===== src/shared/sdct_pkg.sv =====
// Constants, command codes and state record for the synchronous DRAM command engine.
// Assumes one clock (clk_sys) shared with the memory controller and a fixed CAS latency.
// Operation
// - First read data appears three cycles after the read command.
// - A new column command is accepted every single cycle.
// - Burst stop during read floats the data outputs three cycles later.
// - Burst stop during write ignores write data from that cycle.
// - Precharge ending a read floats the outputs three cycles later.
// - Precharge ending a write ignores write data from that cycle.
// - Read auto-precharge starts internally two cycles before the last data.
// - A read byte mask disables the matching output byte two cycles later.
// - A write byte mask blocks the matching input byte in that cycle.
// - Precharge with precharge-select high closes both banks, else the selected one.
// - Column command with precharge-select high closes the bank after the burst.
package sdct_pkg;

    // Latencies in clock cycles
    localparam int CAS_LAT_CYC     = 3;  // read command to first data
    localparam int CLOSE_FLOAT_CYC = 3;  // stop or precharge to outputs floating
    localparam int MASK_RD_CYC     = 2;  // read mask to output byte
    localparam int AUTOCLOSE_LEAD  = 2;  // autoclose_start_offset, fastest grade

    // Field positions on the address pins
    localparam int PRE_SEL_BIT     = 10; // precharge_select_line
    localparam int BANK_SEL_BIT    = 11; // bank_select_line

    // Values after reset
    localparam logic [7:0] BL_MASK_RST = 8'h00; // burst length one until mode set

    // Command codes on {ras_n, cas_n, we_n} with chip select low
    typedef enum logic [2:0] {
        SDCT_MODE_SET = 3'b000,
        SDCT_REFRESH  = 3'b001,
        SDCT_PRECHG   = 3'b010,
        SDCT_ACTIVATE = 3'b011,
        SDCT_WRITE    = 3'b100,
        SDCT_READ     = 3'b101,
        SDCT_STOP     = 3'b110,
        SDCT_NOP      = 3'b111
    } sdct_cmd_t;

    // Whole state of the engine
    typedef struct packed {
        logic [1:0]       bank_open;
        logic [1:0][10:0] open_row;
        logic [7:0]       bl_mask;
        logic             rd_act;
        logic             wr_act;
        logic             ap;
        logic             bank;
        logic [7:0]       col;
        logic [7:0]       remain;
        logic             arr_rd;
        logic             arr_wr;
        logic             arr_bank;
        logic [10:0]      arr_row;
        logic [7:0]       arr_col;
        logic [15:0]      arr_wdata;
        logic [1:0]       arr_be;
        logic             p1_v;
        logic [15:0]      p1_d;
        logic             p2_v;
        logic [15:0]      p2_d;
        logic [1:0]       m1;
        logic [1:0]       m2;
        logic [15:0]      dq_out;
        logic [1:0]       dq_oe;
        logic [1:0]       close_pend;
        logic [1:0]       close_start;
    } sdct_state_t;

endpackage


===== src/design/sdct_engine.sv =====
// Command engine of a two-bank 16-bit synchronous DRAM: decodes pin commands,
// runs read and write bursts against a storage array, drives the data pins.
// Assumes the array answers arr_rdata combinationally for arr_bank/arr_row/arr_col.
`timescale 1ns/1ps
module sdct_engine
    import sdct_pkg::*;
(
    // Clock and reset
    input  wire logic        clk_sys,
    input  wire logic        rst_n,
    // Command pins
    input  wire logic        cke,
    input  wire logic        cs_n,
    input  wire logic        ras_n,
    input  wire logic        cas_n,
    input  wire logic        we_n,
    input  wire logic [11:0] addr,
    input  wire logic [1:0]  dqm,
    // Data pins, split into input, output and per-byte enable
    input  wire logic [15:0] dq_in,
    output logic      [15:0] dq_out,
    output logic      [1:0]  dq_oe,
    // Storage array side
    output logic             arr_rd,
    output logic             arr_wr,
    output logic             arr_bank,
    output logic      [10:0] arr_row,
    output logic      [7:0]  arr_col,
    output logic      [15:0] arr_wdata,
    output logic      [1:0]  arr_be,
    input  wire logic [15:0] arr_rdata,
    // Bank status
    output logic      [1:0]  bank_open,
    output logic      [1:0]  close_start
);

    sdct_state_t s;
    sdct_state_t next_s;
    sdct_cmd_t   cmd;
    logic        take;
    logic        ba;
    logic        stop_here;

    // One-hot bank selection
    function automatic logic [1:0] bank_sel(input logic b);
        bank_sel = b ? 2'h2 : 2'h1;
    endfunction

    // Burst length field to a wrap mask; unknown codes fall back to one word
    function automatic logic [7:0] bl_decode(input logic [2:0] f);
        case (f)
            3'h1:    bl_decode = 8'h01;
            3'h2:    bl_decode = 8'h03;
            3'h3:    bl_decode = 8'h07;
            3'h7:    bl_decode = 8'hFF;
            default: bl_decode = 8'h00;
        endcase
    endfunction

    // Command decode; clock enable low suspends the whole engine
    assign cmd  = sdct_cmd_t'({ras_n, cas_n, we_n});
    assign take = cke & ~cs_n;
    assign ba   = addr[BANK_SEL_BIT];

    // Next-state logic
    always_comb begin
        next_s    = s;
        stop_here = 1'b0;
        if (cke) begin
            // Read pipeline: array word, two stages, then the pins
            next_s.p1_v        = s.arr_rd;
            next_s.p1_d        = arr_rdata;
            next_s.p2_v        = s.p1_v;
            next_s.p2_d        = s.p1_d;
            next_s.m1          = dqm;
            next_s.m2          = s.m1;
            next_s.dq_out      = s.p2_d;
            next_s.dq_oe       = {2{s.p2_v}} & ~s.m2;
            next_s.arr_rd      = 1'b0;
            next_s.arr_wr      = 1'b0;
            // Internal close lands one edge after the last word is issued
            next_s.close_start = s.close_pend;
            next_s.bank_open   = s.bank_open & ~s.close_pend;
            next_s.close_pend  = 2'h0;
            // Burst continuation, one word per cycle within the wrap block
            if (s.rd_act || s.wr_act) begin
                next_s.col       = (s.col & ~s.bl_mask) | (8'(s.col + 8'h01) & s.bl_mask);
                next_s.arr_col   = next_s.col;
                next_s.arr_bank  = s.bank;
                next_s.arr_row   = s.open_row[s.bank];
                next_s.arr_rd    = s.rd_act;
                next_s.arr_wr    = s.wr_act;
                next_s.arr_wdata = dq_in;
                next_s.arr_be    = ~dqm;
                next_s.remain    = 8'(s.remain - 8'h01);
                if (s.remain == 8'h01) begin
                    next_s.rd_act = 1'b0;
                    next_s.wr_act = 1'b0;
                    if (s.ap) begin
                        next_s.close_pend = bank_sel(s.bank);
                    end
                end
            end
            // Pin command; it overrides the continuation above
            if (take) begin
                case (cmd)
                    SDCT_ACTIVATE: begin
                        next_s.bank_open[ba] = 1'b1;
                        next_s.open_row[ba]  = addr[10:0];
                    end
                    SDCT_READ, SDCT_WRITE: begin
                        // A column command every cycle restarts the burst
                        next_s.rd_act    = (cmd == SDCT_READ) && (s.bl_mask != 8'h00);
                        next_s.wr_act    = (cmd == SDCT_WRITE) && (s.bl_mask != 8'h00);
                        next_s.ap        = addr[PRE_SEL_BIT];
                        next_s.bank      = ba;
                        next_s.col       = addr[7:0];
                        next_s.remain    = s.bl_mask;
                        next_s.arr_rd    = (cmd == SDCT_READ);
                        next_s.arr_wr    = (cmd == SDCT_WRITE);
                        next_s.arr_bank  = ba;
                        next_s.arr_row   = s.open_row[ba];
                        next_s.arr_col   = addr[7:0];
                        next_s.arr_wdata = dq_in;
                        next_s.arr_be    = ~dqm;
                        next_s.close_pend = (addr[PRE_SEL_BIT] && s.bl_mask == 8'h00)
                                          ? bank_sel(ba) : 2'h0;
                    end
                    SDCT_PRECHG: begin
                        // Both banks with the select line high, else one bank
                        next_s.bank_open = next_s.bank_open
                            & ~(addr[PRE_SEL_BIT] ? 2'h3 : bank_sel(ba));
                        stop_here = addr[PRE_SEL_BIT] || (ba == s.bank);
                    end
                    SDCT_STOP: begin
                        stop_here = 1'b1;
                    end
                    SDCT_MODE_SET: begin
                        next_s.bl_mask = bl_decode(addr[2:0]);
                    end
                    default: begin
                    end
                endcase
            end
            // Ending a burst drops this cycle's word: write data is ignored at
            // once and reads already in the pipe drain, so pins float 3 later
            if (stop_here) begin
                next_s.rd_act     = 1'b0;
                next_s.wr_act     = 1'b0;
                next_s.arr_rd     = 1'b0;
                next_s.arr_wr     = 1'b0;
                next_s.close_pend = 2'h0;
            end
        end
    end

    // State register
    always_ff @(posedge clk_sys) begin
        if (!rst_n) begin
            s         <= '0;
            s.bl_mask <= BL_MASK_RST;
        end else begin
            s <= next_s;
        end
    end

    // Outputs straight from the state register
    assign dq_out      = s.dq_out;
    assign dq_oe       = s.dq_oe;
    assign arr_rd      = s.arr_rd;
    assign arr_wr      = s.arr_wr;
    assign arr_bank    = s.arr_bank;
    assign arr_row     = s.arr_row;
    assign arr_col     = s.arr_col;
    assign arr_wdata   = s.arr_wdata;
    assign arr_be      = s.arr_be;
    assign bank_open   = s.bank_open;
    assign close_start = s.close_start;

    // Assertions
    property p_rd_latency;
        @(posedge clk_sys) disable iff (!rst_n)
        (take && cmd == SDCT_READ) ##1 (cke && dqm == 2'h0) [*3]
        |=> (dq_oe == 2'h3) && (dq_out == $past(arr_rdata, 3));
    endproperty
    a_rd_latency: assert property (p_rd_latency) else $error("read data late");

    property p_col_each;
        @(posedge clk_sys) disable iff (!rst_n)
        (take && cmd == SDCT_READ) |=> arr_rd && arr_col == $past(addr[7:0]);
    endproperty
    a_col_each: assert property (p_col_each) else $error("column not taken");

    property p_stop_rd;
        @(posedge clk_sys) disable iff (!rst_n)
        (take && cmd == SDCT_STOP) ##1 (cke && !(take && cmd == SDCT_READ)) [*3]
        |=> dq_oe == 2'h0;
    endproperty
    a_stop_rd: assert property (p_stop_rd) else $error("outputs not floated");

    property p_stop_wr;
        @(posedge clk_sys) disable iff (!rst_n)
        (take && cmd == SDCT_STOP) |=> !arr_wr && !arr_rd;
    endproperty
    a_stop_wr: assert property (p_stop_wr) else $error("data after stop");

    property p_pre_rd;
        @(posedge clk_sys) disable iff (!rst_n)
        (take && cmd == SDCT_PRECHG && addr[PRE_SEL_BIT])
        ##1 (cke && !(take && cmd == SDCT_READ)) [*3] |=> dq_oe == 2'h0;
    endproperty
    a_pre_rd: assert property (p_pre_rd) else $error("precharge float late");

    // Covers a close-all and a single-bank close aimed at the bursting bank
    property p_pre_wr;
        @(posedge clk_sys) disable iff (!rst_n)
        (take && cmd == SDCT_PRECHG && (addr[PRE_SEL_BIT] || ba == s.bank)) |=> !arr_wr;
    endproperty
    a_pre_wr: assert property (p_pre_wr) else $error("write after precharge");

    // Two-word read: last word leaves one edge later, the close one edge after
    // that; only a new column command, stop or precharge may cancel it
    property p_autoclose;
        @(posedge clk_sys) disable iff (!rst_n)
        (take && cmd == SDCT_READ && addr[PRE_SEL_BIT] && s.bl_mask == 8'h01)
        ##1 (cke && !(take && cmd inside {SDCT_READ, SDCT_WRITE, SDCT_PRECHG, SDCT_STOP}))
        ##1 (cke && !(take && cmd == SDCT_ACTIVATE))
        |=> close_start == bank_sel($past(ba, 3)) && !bank_open[$past(ba, 3)];
    endproperty
    a_autoclose: assert property (p_autoclose) else $error("autoclose timing");

    property p_mask_rd;
        @(posedge clk_sys) disable iff (!rst_n)
        (take && cmd == SDCT_READ) ##1 (cke && dqm == 2'h1) ##1 (cke && dqm == 2'h0) [*2]
        |=> dq_oe == 2'h2;
    endproperty
    a_mask_rd: assert property (p_mask_rd) else $error("read mask delay");

    property p_mask_wr;
        @(posedge clk_sys) disable iff (!rst_n)
        (take && cmd == SDCT_WRITE)
        |=> arr_wr && arr_be == ~$past(dqm) && arr_wdata == $past(dq_in);
    endproperty
    a_mask_wr: assert property (p_mask_wr) else $error("write mask delay");

    property p_pre_close;
        @(posedge clk_sys) disable iff (!rst_n)
        (take && cmd == SDCT_PRECHG && !addr[PRE_SEL_BIT] && cke)
        |=> !bank_open[$past(ba)]
        && bank_open[!$past(ba)] == $past(bank_open[!ba] && !s.close_pend[!ba]);
    endproperty
    a_pre_close: assert property (p_pre_close) else $error("wrong bank closed");

endmodule // sdct_engine


===== config.mk =====
export PLATFORM = sky130hd
export DESIGN_NAME = sdct_engine
export DESIGN_NICKNAME = d
export VERILOG_FILES = /design/src/shared/sdct_pkg.sv /design/src/design/sdct_engine.sv
export SDC_FILE = /design/constraint.sdc
export NUM_CORES = 1
export LEC_CHECK = 0
export ABC_AREA = 1
export BUFFER_PORTS_ARGS = -buffer_cell sky130_fd_sc_hd__buf_2
export CAP_MARGIN = 20
export CORE_MARGIN = 10
export CORE_UTILIZATION = 25
export CTS_CLUSTER_SIZE = 12
export DETAILED_ROUTE_END_ITERATION = 6
export SLEW_MARGIN = 10
export SYNTH_ARGS = -nofsm -noshare
export SYNTH_HDL_FRONTEND = slang
export SYNTH_SLANG_ARGS = --single-unit

===== constraint.sdc =====
create_clock -name clk_sys -period 2.35 [get_ports clk_sys]
set_input_delay 0.1175 -clock clk_sys [delete_from_list [all_inputs] [get_ports clk_sys]]
set_output_delay 0.1175 -clock clk_sys [all_outputs]
set_load 0.03 [all_outputs]

# Word-level counts from Yosys, hierarchy flattened
# Cells that the tools add are included.
[classes] add_sub_neg=2 mul=0 n_div=0 order_cmp=3 n_eq_ne=11 n_shift=0 muxes=33 bitwise_logic=14 reduce_logical=13
[op_table] cell="$mux W92" count=1
[op_table] cell="$mux W60" count=1
[op_table] cell="$mux W56" count=1
[op_table] cell="$mux W11" count=5
[op_table] cell="$pmux W8 S4" count=1
[op_table] cell="$mux W2" count=14
[op_table] cell="$bwmux W22" count=1
[op_table] cell="$mux W22" count=1
[op_table] cell="$and A8 B8 Y8" count=2
[op_table] cell="$eq A3 B2 Y1 const B" count=4
[op_table] cell="$eq A3 B3 Y1 const B" count=4
[op_table] cell="$demux W11 S1" count=1
[op_table] cell="$reduce_and A3 Y1" count=3
[op_table] cell="$add A8 B1 Y8 const B" count=1
[op_table] cell="$eq A8 B1 Y1 const B" count=1
[op_table] cell="$logic_not A8 Y1" count=1
[op_table] cell="$mux W8" count=1
[op_table] cell="$not A2 Y2" count=4
[op_table] cell="$not A8 Y8" count=1
[op_table] cell="$or A8 B8 Y8" count=1
[op_table] cell="$reduce_bool A8 Y1" count=1
[op_table] cell="$sub A8 B1 Y8 const B" count=1
[op_table] cell="$and A2 B2 Y2" count=3
[op_table] cell="$logic_and A1 B1 Y1" count=4
[op_table] cell="14 further kinds" count=18
[word_totals] register_bits=152 latchBits=0 ramBits=0 mem_bits_ro=0 output_inout_bits=62 memories=0

# Longest topological paths before layout
[depth] word_depth=8 ltp_mapped=11 mapped_depth_nobuf=10

# Worst setup path after synthesis
# No wires, ideal clock.
[synth_timing] path_type="reg2reg" startpoint="register s[100] in the netlist's numbering" endpoint="register s[104] in the netlist's numbering" t_arrival_ps=1109 path_slack_ps=1109 stages_incl_launch_ff=10 synth_period_minus_slack_ps=1241 cell_sequence="dfxtp_1 > inv_1 > ha_1 > inv_1 > nor3_1 > nand2_1 > nand2_1 > nand2_1 > o21ai_0 > a21oi_1"
[synth_via] elab_chain_len=4
[synth_rtl] item="start, declared" line_no="sdct_engine.sv:37" rtl="sdct_state_t s;"
[synth_rtl] item="start signal, assigned" line_no="sdct_engine.sv:163" rtl="s <= next_s;"
[synth_rtl] item="$sub A8 B1 Y8 (*)" line_no="sdct_engine.sv:95" rtl="next_s.remain = 8'(s.remain - 8'h01);"
[synth_rtl] item="$mux W56 (*)" line_no="sdct_engine.sv:86" rtl="if (s.rd_act || s.wr_act) begin"
[synth_rtl] item="$mux W60" line_no="sdct_engine.sv:106" rtl="case (cmd)"
[synth_rtl] item="$mux W92 (*)" line_no="sdct_engine.sv:105" rtl="if (take) begin"
# Every way passes the cells marked *; elsewhere a longest branch is shown, timed or not.
# A chain may end at the register's enable or synchronous reset.

# Worst setup path after layout
[layout_timing] startpoint="register s[118] in the netlist's numbering" endpoint="register s (netlist bit arr_row[4])"
[layout_via] elab_chain_len=4
[layout_rtl] item="$logic_or A1 B1 Y1 (*)" line_no="sdct_engine.sv:86"
[layout_rtl] item="$mux W56 (*)" line_no="sdct_engine.sv:86"
[layout_rtl] item="$mux W60" line_no="sdct_engine.sv:106"
[layout_rtl] item="$mux W92 (*)" line_no="sdct_engine.sv:105"
# Marked as above.

==> run metrics <==
status complete, no violations; R2R Setup Slk around 0.7 ns; vias in the first global route between 6000 and 7000; Detailed Route WL approximately 20 mm; TritonCTS Buffers 17; Rel. slew slack approximately 34%; maximum clock path buffer count 2; WL/cell 14.3 um; CTS tree yes; clk_skew a little over 0.01 ns; Static Leakage ~3.5 nW; clock root buffer clkbuf_16; Initial Util 25.4%; final worst slack 0.700 ns; PortBufs about 110; first-pass GRT wire length approximately 32 mm; Die H roughly 190 um; initial antenna violation count 1; critical path arrival 1.94 ns; cts repair resizes 0; clock power share 45.3%; Syn Inst Count between 900 and 1000; post-route ant nets 0; Mean Syn Cell Area 7.10 um^2; Seq pwr share ~45%; Slew @ Worst Pin between 0.9 and 1 ns; Crit Path Max Fanout 10; Synth area leaders dfxtp_1 (43%), nor2_1 (9.7%), o21ai_0 (8.5%), nand2_1 (8.5%), buf_4 (7.1%); endpoint class of the critical path flip-flop; grt ovf 0; Fin Hold WS about 0.0083 ns; Placer Congestion 0.800; row count 60; Sw Pwr between 1.5 and 2 mW; DRT iter0 DRCs around 280; CTS H-tree depth 4; area grow syn2layout 20.5%; Post-synth EDFFs 0; Placeable Area 27000 um^2; worst reg2reg path depth 7; Final min period 1.65 ns; Max Slew Vio Count 0; share of cells above drive strength 1 roughly 17%; Final Hold Vio Count 0; Worst Hold Class primary input to flip-flop; Worst-Skew Late Latency about 0.42 ns; Remaining DRCs 0; sequential-to-total area share from yosys stat 43.3%; Distinct cells, synth 34; Final period util a little over two thirds; Post-Syn Nets about 1000; setup TNS 0 ns; commonest cells in the synthesized netlist nor2_1 (177), nand2_1 (154), dfxtp_1 (148); max cap viols 0; # fillers a little under 3000; Final Power around 6 mW; via/cell ratio 4.55; total I/O pin count between 100 and 150; yosys warns 0; unrepaired setup endpoints after global routing no; drt first pass iters 5; reg2reg end arr_row[4]; synthesized area 6840 um^2; pin count of the biggest net entering global routing 94; Max Fclk roughly 610 MHz; GR Util All Layers between 10% and 20%; Die Area around 34000 um^2; IR drop worst, VDD approximately 0.41 mV; Final Instance Count excl. Fillers 1391; Post-CTS Setup Inserts 0; Crit Path Category flip-flop to flip-flop; Hold-fix buffers, CTS 42; worst r2r src s[118]; power per cell area ~720 nW/um^2; post-DP HPWL approximately 13 mm; top_reg_cell synth dfxtp_1; via count around 6300; largest area contributor in the netlist dfxtp_1; Placed Cells about 1300; pre-CTS setup slack around 0.70 ns; Setup crit start s[118]; Die Wd 185 um; Post-Layout Inst Area about 8000 um^2; worst setup path end arr_row[4]; crit start category flip-flop; sw frac 26.5%; Final setup violation count 0; fin util just over 30%; Logic pwr share under 10%; share of the synthesized area in the top cell type 43.3%; WP data required around 2.6 ns; clk sinks about 150; register bit count reported by yosys around 150; Cell Area, Placed approximately 7200 um^2; FFs w/ async S/R, synth 0%; count leader, synth nor2_1; nets 1094; ant diodes 0; Clock transition at path regs approximately 0.060 ns; Power Internal 4.34 mW
## metal layers
metal	wire [um]	global-route usage (%)	vias to the layer above
li1	-	-	3228
met1	9230	14.5	2938
met2	9260	19.2	140
met3	1030	2.92	20
met4	299	4.16	2
met5	13	0	-
## worst min path at each step
stage,end,startpoint,cells past startpoint
after global routing,flip-flop,addr[5],3
after floorplan,flip-flop,addr[5],2
after global placement,s[44],arr_rdata[1],3
after detailed placement,arr_wdata[14],dq_in[14],3
after CTS,flip-flop,addr[5],3
final,flip-flop,addr[5],3
## cells in the final DEF (no fill, tap or decap), types with 2 or more instances in the layout
master / count
nor2_1: 177
nand2_1: 154
dfxtp_1: 148
o21ai_0: 116
buf_2: 114
a21oi_1: 89
nand3_1: 56
inv_1: 54
dlygate4sd3_1: 42
clkbuf_16: 17
buf_4: 14
o211ai_1: 11
o21ai_1: 5
inv_6: 5
nor3_1: 4
nor2_2: 3
nand4_1: 3
inv_2: 3
ha_1: 3
inv_4: 2
nand2_2: 2
a21oi_2: 2
nand3_2: 2
nor3_4: 2
a211oi_1: 2
nand3b_1: 2
clkinv_2: 2
clkinv_4: 2
clkbuf_8: 2
## critical path, stage by stage (launching register included)
cell     delay, ns
dfxtp_1       0.34
nor2_2        0.41
nor2_1        0.14
buf_4         0.22
a21oi_1       0.16
nand3_1       0.09
nand3_1       0.08
a21oi_1       0.06
## power by group through the flow
stage | clock (mW) | combinational, mW | sequential, mW
2_1_floorplan | 0 | 0.401 | 2.70
3_3_place_gp | 0 | 0.516 | 2.71
3_5_place_dp | 0 | 0.521 | 2.71
4_1_cts | 2.75 | 0.578 | 2.65
5_1_grt | 2.85 | 0.644 | 2.67
6_report | 2.68 | 0.572 | 2.66
## kinds of logic (layout without fill, tap and decap cells)
| logic type | Yosys count | in the layout | synth area share (%) |
|---|---|---|---|
| fa+ha+maj | 3 | 3 | 0.549 |
| flops | 148 | 148 | 43.3 |
| simple gates | 409 | 409 | 24.8 |
| compound gates | 227 | 227 | 17.3 |
| xor+xnor | 2 | 2 | 0.256 |
| buf+inv | 174 | 261 | 13.8 |
## cell type report
type / instances / area [um^2] / share of cell area [%]
clock inverters: 12 / 120 / 1.46
inverters: 59 / 226 / 2.75
repair buffers: 171 / 1120 / 13.6
multi-input cells: 641 / 2930 / 35.6
clock buffers: 19 / 453 / 5.50
well taps: 341 / 427 / 5.18
flip-flops and latches: 148 / 2960 / 36.0
Power figures use the tool's default switching activity.
